[config.mk]
export PLATFORM = sky130hd
export DESIGN_NAME = hot_swap_sequence_fault_control
export DESIGN_NICKNAME = d
export VERILOG_FILES = /design/src/common/hot_swap_pkg.sv /design/src/verilog/persist_filter.sv /design/src/verilog/hot_swap_sequence_fault_control.sv
export VERILOG_INCLUDE_DIRS = /design/src /design/src/common
export SDC_FILE = /design/constraint.sdc
export NUM_CORES = 1
export LEC_CHECK = 0
export BUFFER_PORTS_ARGS = -buffer_cell sky130_fd_sc_hd__buf_2
export CORE_ASPECT_RATIO = 1.5
export CORE_UTILIZATION = 55
export DETAILED_ROUTE_END_ITERATION = 6
export PLACE_DENSITY = 0.76
export SLEW_MARGIN = 20
export SYNTH_ARGS = -nofsm -noshare
export SYNTH_HDL_FRONTEND = slang
export SYNTH_SLANG_ARGS = --single-unit
[constraint.sdc]
create_clock -name clk -period 2.2 [get_ports clk]
set_input_delay 0.44 -clock clk [delete_from_list [all_inputs] [get_ports clk]]
set_output_delay 0.44 -clock clk [all_outputs]
set_load 0.005 [all_outputs]
[src/common/hot_swap_consts.svh]
`ifndef HOT_SWAP_CONSTS_SVH
`define HOT_SWAP_CONSTS_SVH

// ==========================================
// Clock and durations in their own units
`define CLK_PERIOD_NS 100
`define T_POR_NS 25000
`define T_SUPPLY_FILT_NS 5000
`define T_RAIL_FILT_NS 1000
`define T_CLEAR_LOW_NS 1000
`define T_DEBOUNCE_MS 48
`define T_CB_INT_US 500
`define T_COOL_MS 900

// ==========================================
// Derived counts, least times rounded up
`define CYC_CEIL(t_ns) (((t_ns) + `CLK_PERIOD_NS - 1) / `CLK_PERIOD_NS)
`define NS_PER_US 1000
`define NS_PER_MS 1000000

// ==========================================
// Structure
`define TIMER_CYCLES 8
`define CNT_W 24
`define FILT_W 8
`define CYC_W 3

`endif

[src/common/hot_swap_pkg.sv]
package hot_swap_pkg;

    // ==========================================
    // Sequencer states
    typedef enum logic [4:0] {
        S_LOCKOUT  = 5'h01,
        S_POR      = 5'h02,
        S_DEBOUNCE = 5'h04,
        S_ON       = 5'h08,
        S_COOL     = 5'h10
    } seq_state_t;

endpackage

[src/verilog/persist_filter.sv]
`include "hot_swap_consts.svh"

module persist_filter #(
    parameter int unsigned COUNT = 10
) (
    input wire logic clk,
    input wire logic rst_n,
    input wire logic level,
    output logic hit
);

    logic [`FILT_W-1:0] cnt_q;
    logic [`FILT_W-1:0] cnt_d;
    logic hit_q;
    logic hit_d;

    // ==========================================
    // Consecutive-sample counter, saturating
    always_comb begin
        if (!level) begin
            cnt_d = '0;
        end else if (cnt_q == `FILT_W'(COUNT)) begin
            cnt_d = cnt_q;
        end else begin
            cnt_d = cnt_q + 1'b1;
        end
        hit_d = level && (cnt_q >= `FILT_W'(COUNT - 1));
    end

    always_ff @(posedge clk or negedge rst_n) begin
        if (!rst_n) begin
            cnt_q <= '0;
            hit_q <= 1'b0;
        end else begin
            cnt_q <= cnt_d;
            hit_q <= hit_d;
        end
    end

    assign hit = hit_q;

endmodule // persist_filter

[src/verilog/hot_swap_sequence_fault_control.sv]
`include "hot_swap_consts.svh"

module hot_swap_sequence_fault_control #(
    parameter int unsigned DEBOUNCE_CYCLES =
        (`T_DEBOUNCE_MS * `NS_PER_MS) / `CLK_PERIOD_NS,
    parameter int unsigned CB_CYCLES =
        `CYC_CEIL(`T_CB_INT_US * `NS_PER_US),
    parameter int unsigned COOL_CYCLES =
        (`T_COOL_MS * `NS_PER_MS) / `CLK_PERIOD_NS
) (
    input wire logic clk,
    input wire logic rst_n,
    input wire logic supply_ok_in,
    input wire logic rail_ok_in,
    input wire logic rail_low_in,
    input wire logic supply_low_enable_in,
    input wire logic enable_clear_in,
    input wire logic input_high_limit_in,
    input wire logic output_feedback_in,
    input wire logic gate_drive_ok_in,
    input wire logic current_limit_in,
    input wire logic timer_high_in,
    input wire logic timer_low_in,
    input wire logic timer_strap_in,
    input wire logic temp_hot_in,
    input wire logic temp_cool_in,
    output logic gate_on_out,
    output logic slow_pulldown_out,
    output logic fast_pulldown_out,
    output logic timer_charge_out,
    output logic timer_discharge_out,
    output logic power_good_n_out,
    output logic power_good_oe,
    output logic fault_out_n,
    output logic fault_oe
);
    import hot_swap_pkg::*;

    localparam int unsigned POR_CYCLES = `CYC_CEIL(`T_POR_NS);
    localparam int unsigned SUP_FILT = `CYC_CEIL(`T_SUPPLY_FILT_NS);
    localparam int unsigned RAIL_FILT = `CYC_CEIL(`T_RAIL_FILT_NS);
    localparam int unsigned CLR_FILT = `CYC_CEIL(`T_CLEAR_LOW_NS);

    function automatic logic at_end(input logic [`CNT_W-1:0] c, input int unsigned n);
        return c == `CNT_W'(n - 1);
    endfunction

    // ==========================================
    // Input synchronizers
    logic [13:0] s1_q;
    logic [13:0] s2_q;
    logic sup_s, rok_s, rlow_s, en_s, en_clr_s, hilim_s, fbk_s, gd_s;
    logic cl_s, th_s, tl_s, ext_n_s, hot_s, cool_s;

    always_ff @(posedge clk or negedge rst_n) begin
        if (!rst_n) begin
            s1_q <= '0;
            s2_q <= '0;
        end else begin
            s1_q <= {supply_ok_in, rail_ok_in, rail_low_in, supply_low_enable_in,
                     enable_clear_in, input_high_limit_in, output_feedback_in,
                     gate_drive_ok_in, current_limit_in, timer_high_in, timer_low_in,
                     timer_strap_in, temp_hot_in, temp_cool_in};
            s2_q <= s1_q;
        end
    end

    assign {sup_s, rok_s, rlow_s, en_s, en_clr_s, hilim_s, fbk_s, gd_s,
            cl_s, th_s, tl_s, ext_n_s, hot_s, cool_s} = s2_q;

    // ==========================================
    // Persistence filters
    logic sup_low_hit, rail_low_hit, clr_hit;
    logic fast_evt;

    persist_filter #(.COUNT(SUP_FILT)) u_sup_filt (
        .clk(clk),
        .rst_n(rst_n),
        .level(!sup_s),
        .hit(sup_low_hit)
    );

    persist_filter #(.COUNT(RAIL_FILT)) u_rail_filt (
        .clk(clk),
        .rst_n(rst_n),
        .level(rlow_s),
        .hit(rail_low_hit)
    );

    persist_filter #(.COUNT(CLR_FILT)) u_clr_filt (
        .clk(clk),
        .rst_n(rst_n),
        .level(!en_clr_s),
        .hit(clr_hit)
    );

    assign fast_evt = sup_low_hit || rail_low_hit;

    // ==========================================
    // Sequencer state
    seq_state_t state_q, state_d;
    logic [`CNT_W-1:0] cnt_q, cnt_d;
    logic [`CYC_W-1:0] cyc_q, cyc_d;
    logic phase_q, phase_d;
    logic fault_q, fault_d;
    logic hot_q, hot_d;
    logic gate_q, gate_d;
    logic slow_q, slow_d;
    logic fast_q, fast_d;
    logic chg_q, chg_d;
    logic dis_q, dis_d;
    logic good_oe_q, good_oe_d;
    logic trip;
    logic inputs_ok;

    always_comb begin
        state_d = state_q;
        cnt_d = cnt_q;
        cyc_d = cyc_q;
        phase_d = phase_q;
        fault_d = fault_q;
        hot_d = hot_q;
        trip = 1'b0;
        inputs_ok = sup_s && rok_s && en_s && !hilim_s;
        if (hot_s) begin
            hot_d = 1'b1;
        end else if (cool_s) begin
            hot_d = 1'b0;
        end
        if (clr_hit) begin
            fault_d = 1'b0;
        end
        case (state_q)
            S_LOCKOUT: begin
                cnt_d = '0;
                if (sup_s && rok_s) begin
                    state_d = S_POR;
                end
            end
            S_POR: begin
                fault_d = 1'b0;
                hot_d = 1'b0;
                cyc_d = '0;
                phase_d = 1'b0;
                cnt_d = cnt_q + 1'b1;
                if (at_end(cnt_q, POR_CYCLES)) begin
                    state_d = S_DEBOUNCE;
                    cnt_d = '0;
                end
            end
            S_DEBOUNCE: begin
                if (inputs_ok && !fault_q) begin
                    cnt_d = cnt_q + 1'b1;
                    if (at_end(cnt_q, DEBOUNCE_CYCLES)) begin
                        state_d = S_ON;
                        cnt_d = '0;
                    end
                end else begin
                    cnt_d = '0;
                end
            end
            S_ON: begin
                if (!en_s) begin
                    state_d = S_DEBOUNCE;
                    cnt_d = '0;
                end else if (cl_s) begin
                    cnt_d = cnt_q + 1'b1;
                    trip = ext_n_s ? at_end(cnt_q, CB_CYCLES) : th_s;
                end else begin
                    cnt_d = '0;
                end
                if (trip) begin
                    fault_d = 1'b1;
                    state_d = S_COOL;
                    cnt_d = '0;
                    cyc_d = '0;
                    phase_d = 1'b0;
                end
            end
            S_COOL: begin
                if (ext_n_s) begin
                    cnt_d = cnt_q + 1'b1;
                    if (at_end(cnt_q, COOL_CYCLES)) begin
                        state_d = S_DEBOUNCE;
                        cnt_d = '0;
                    end
                end else if (!phase_q) begin
                    if (tl_s) begin
                        cyc_d = cyc_q + 1'b1;
                        phase_d = 1'b1;
                        if (cyc_q == `CYC_W'(`TIMER_CYCLES - 1)) begin
                            state_d = S_DEBOUNCE;
                            phase_d = 1'b0;
                        end
                    end
                end else if (th_s) begin
                    phase_d = 1'b0;
                end
            end
            default: begin
                state_d = S_LOCKOUT;
            end
        endcase
        if (fast_evt) begin
            state_d = S_LOCKOUT;
            cnt_d = '0;
        end
    end

    // ==========================================
    // Output drive
    always_comb begin
        gate_d = (state_q == S_ON) && en_s && !hilim_s && !hot_q && !trip
                 && !fast_evt;
        fast_d = fast_evt || (state_d == S_LOCKOUT);
        slow_d = !gate_d && !fast_d;
        chg_d = !ext_n_s && (((state_d == S_ON) && cl_s && en_s)
                || ((state_d == S_COOL) && phase_d));
        dis_d = !ext_n_s && !chg_d;
        good_oe_d = !(gate_d && fbk_s && gd_s);
    end

    always_ff @(posedge clk or negedge rst_n) begin
        if (!rst_n) begin
            state_q <= S_LOCKOUT;
            cnt_q <= '0;
            cyc_q <= '0;
            phase_q <= 1'b0;
            fault_q <= 1'b0;
            hot_q <= 1'b0;
            gate_q <= 1'b0;
            slow_q <= 1'b0;
            fast_q <= 1'b1;
            chg_q <= 1'b0;
            dis_q <= 1'b0;
            good_oe_q <= 1'b1;
        end else begin
            state_q <= state_d;
            cnt_q <= cnt_d;
            cyc_q <= cyc_d;
            phase_q <= phase_d;
            fault_q <= fault_d;
            hot_q <= hot_d;
            gate_q <= gate_d;
            slow_q <= slow_d;
            fast_q <= fast_d;
            chg_q <= chg_d;
            dis_q <= dis_d;
            good_oe_q <= good_oe_d;
        end
    end

    assign gate_on_out = gate_q;
    assign slow_pulldown_out = slow_q;
    assign fast_pulldown_out = fast_q;
    assign timer_charge_out = chg_q;
    assign timer_discharge_out = dis_q;
    assign power_good_n_out = 1'b0;
    assign power_good_oe = good_oe_q;
    assign fault_out_n = 1'b0;
    assign fault_oe = fault_q;
endmodule // hot_swap_sequence_fault_control

==> out/results.txt <==
status = complete, but fails checks
failing checks = negative setup slack
Layout Cells excl Fill = 696
drt wl/cell = 18.9 um
Synth Instances = 479
Iter 0 DRT Violations = 344
I/O pin count = 25
Switching Fraction = 28.1%
most numerous cell in the Yosys netlist = dfrtp_1
Tot GR Track Use = 30.1%
smallest hold slack = 0.0245 ns
post-synthesis sequential area ratio = 50.0%
top cell type's share of synthesized area = 48.3%
Yosys Warn Count = 0
layout cells sized above 1 = 34.5%
antenna-violating nets left = 0
cts bufs inserted = 9
fill count = 550
DPL Wire Length = 8300 um
placed cells = 661
Primary FF master, synth = dfrtp_1
CP max stage cell = or4b_4
core area = 8460 um2
worst hold path class = in -> async
die height = 117 um
ys async rst share = 100%
fin crit period = 2.40 ns
drc violations = 0
cell family with most CP delay = simple AND/OR/NAND/NOR gates
clock slew at reported path FFs = 0.07 ns
power consumption = 4220 uW
CP Depth = 7
Internal = 3030 uW
power share of the clock group = 35.8%
Final setup violation count = 25
worst path cell trace = or4b_4 -> nor4_4 -> a31o_2 -> a41oi_4 -> buf_6 -> and2_4 -> a221o_1
vias in the first global route = 4383
vias = 4254
area leader, netlist = dfrtp_1
Overflow after GRT = 0
PD cells = 662 nW/um2
initial core utilization = 56.9%
Distinct cells, synth = 64
largest net degree at the start of global routing = 39
Synth Cell Area = 4810 um2
FF/Latch Area = 2410 um2
initial antenna violation count = 0
RSZ-0062 raised after global routing = true
CTS max path bufs = 2
Max Clk Rate = 418 MHz
Area Overhead vs Synth = 32.6%
Nets = 616
synthesis-stage register bit count = 96
Multi-input gate area = 2580 um2
Worst Clk Skew = 0.00984 ns
Pleak = 0.00283 uW
Die W = 78.4 um
first drt pass iteration count = 5
input/output buffers = 22
startpoint types = flop
Reg power frac = 45.4%
critical path's largest stage delay = 0.53 ns
ranking of synthesized cells by area = dfrtp_1 48%, ha_1 4.2%, nor2_1 3.5%, nand3_1 3.3%, nand2_1 3.3%
Worst Setup End Kind = flop
max_cap viols = 0
Routed WL = 13200 um
CP Class = reg -> reg
H-tree Lvls = 3
global-route wire length before repair = 20600 um
Register-to-Register Path Depth = 7
TritonCTS Sinks = 96
period utilisation layout = 109%
P_sw = 1190 uW
RePlAce Congestion = 0.961
clock latency on the worst-skew pair = 0.35 ns
# diodes = 0
CP bufs+invs = 1
Comb power frac = 18.8%
final setup TNS = -2.99 ns
Die Area = 9140 um2
Max FO, Critical Path = 8
via-per-instance ratio = 6.11
syn_area_per_cell = 10.1 um2
Arr. time, crit path = 2.63 ns
Final Hold Viols = 0
critical path required time = 2.43 ns
Final Max Slew Viols = 0
clock root cell = clkbuf_16
std cell rows = 41
worst vdd ir = 550 uV
Setup WS post-layout = -0.195 ns
Synth top cells by count = 93 x dfrtp_1, 45 x nor2_1, 42 x nand2_1
Post-synth EDFFs = 0
TritonCTS clock tree = yes
[area by class of cell]
type,instances,share of cell area (%)
inverter,16,0.941
sequential,96,37.8
timing repair buffer,117,14.0
clock buffer,11,3.96
clock inverter,5,0.667
tap,107,2.10
multi-input combinational,344,40.5
[final timing paths]
kind / end / from / slack, ns
worst max-delay path: cnt_q[10] / cnt_q[17] / -0.20
worst min-delay path: cnt_q[2] / rst_n / 0.02
worst max register to register: cnt_q[10] / cnt_q[17] / -0.20
worst min register to register: s2_q[12] / s1_q[12] / 0.35
max in group asynchronous: cnt_q[14] / rst_n / 1.57
min in group clk: s1_q[1] / temp_hot_in / 0.20
[logic make-up after synthesis]
logic type	Yosys count	share of synthesized area (%)
simple gates	220	24.7
fa+ha+maj	16	4.16
buf+inv	40	3.77
flops	96	50.0
other cells	1	0.0779
compound gates	71	10.8
xor+xnor	28	5.09
mux	7	1.46
[registers in the layout, indices dropped and copies added, names as in the netlist]
name	flops
timer_charge_out	1
u_clr_filt.cnt_q	8
fault_oe	1
phase_q	1
s2_q	14
u_rail_filt.hit	1
u_clr_filt.hit	1
u_sup_filt.cnt_q	8
hot_q	1
u_sup_filt.hit	1
cnt_q	24
fast_pulldown_out	1
power_good_oe	1
cyc_q	3
gate_on_out	1
slow_pulldown_out	1
s1_q	14
timer_discharge_out	1
state_q	5
u_rail_filt.cnt_q	8
[per-layer routing]
layer,share of wire (%),vias to the layer above,track usage (%)
li1,-,1920,-
met1,35,2077,30.0
met2,54,179,56.0
met3,4.4,78,5.00
met4,6.8,0,21.9
met5,0,-,0.556
[per-stage QoR]
stage               instance area, um2  setup WS (ns)  util, %
floorplan                         4870        -0.0259        -
global placement                  5590         -0.118     66.0
detailed placement                5590         -0.184     66.0
CTS                               6260         -0.123     73.9
global route                      6380         -0.253     75.4
finish                            6380         -0.195     75.4
[cell usage in the layout (no fill, tap or decap), types with 4 or more instances in the layout]
master	n
dfrtp_1	88
o21ai_1	4
or2_2	4
ha_1	15
a31oi_1	5
buf_4	83
o21ai_0	4
o21ai_2	7
nor4_1	4
nor4_2	4
and2_1	9
nand3_1	31
xor2_1	18
a21oi_1	11
and3_1	13
buf_6	10
xnor2_1	10
nor4_4	4
or4b_4	5
nor3_1	6
buf_2	21
clkbuf_16	9
inv_1	16
dfrtp_2	5
o211ai_1	4
nor3_2	4
nand4_1	15
and4_1	4
mux2i_1	7
nor2_1	44
a22o_1	4
nand2_1	40
and4b_1	4
or3_1	5
[power groups by stage]
stage | Combinational (uW) | Clock (uW) | Sequential, uW
floorplan | 400 | 0 | 1920
global placement | 680 | 0 | 1940
detailed placement | 701 | 0 | 1950
CTS | 761 | 1530 | 1920
global route | 853 | 1610 | 1930
finish | 792 | 1510 | 1920
[timing repair]
item                                    in CTS  in global routing
hold endpoints to repair                     0                  0
buffers inserted                            16                  3
hold buffers                                 0                  0
endpoints found under the setup margin      32                 31
resized for setup                           57                 26
pin swaps                                   14                  9
(Power assumes the default switching activity.)
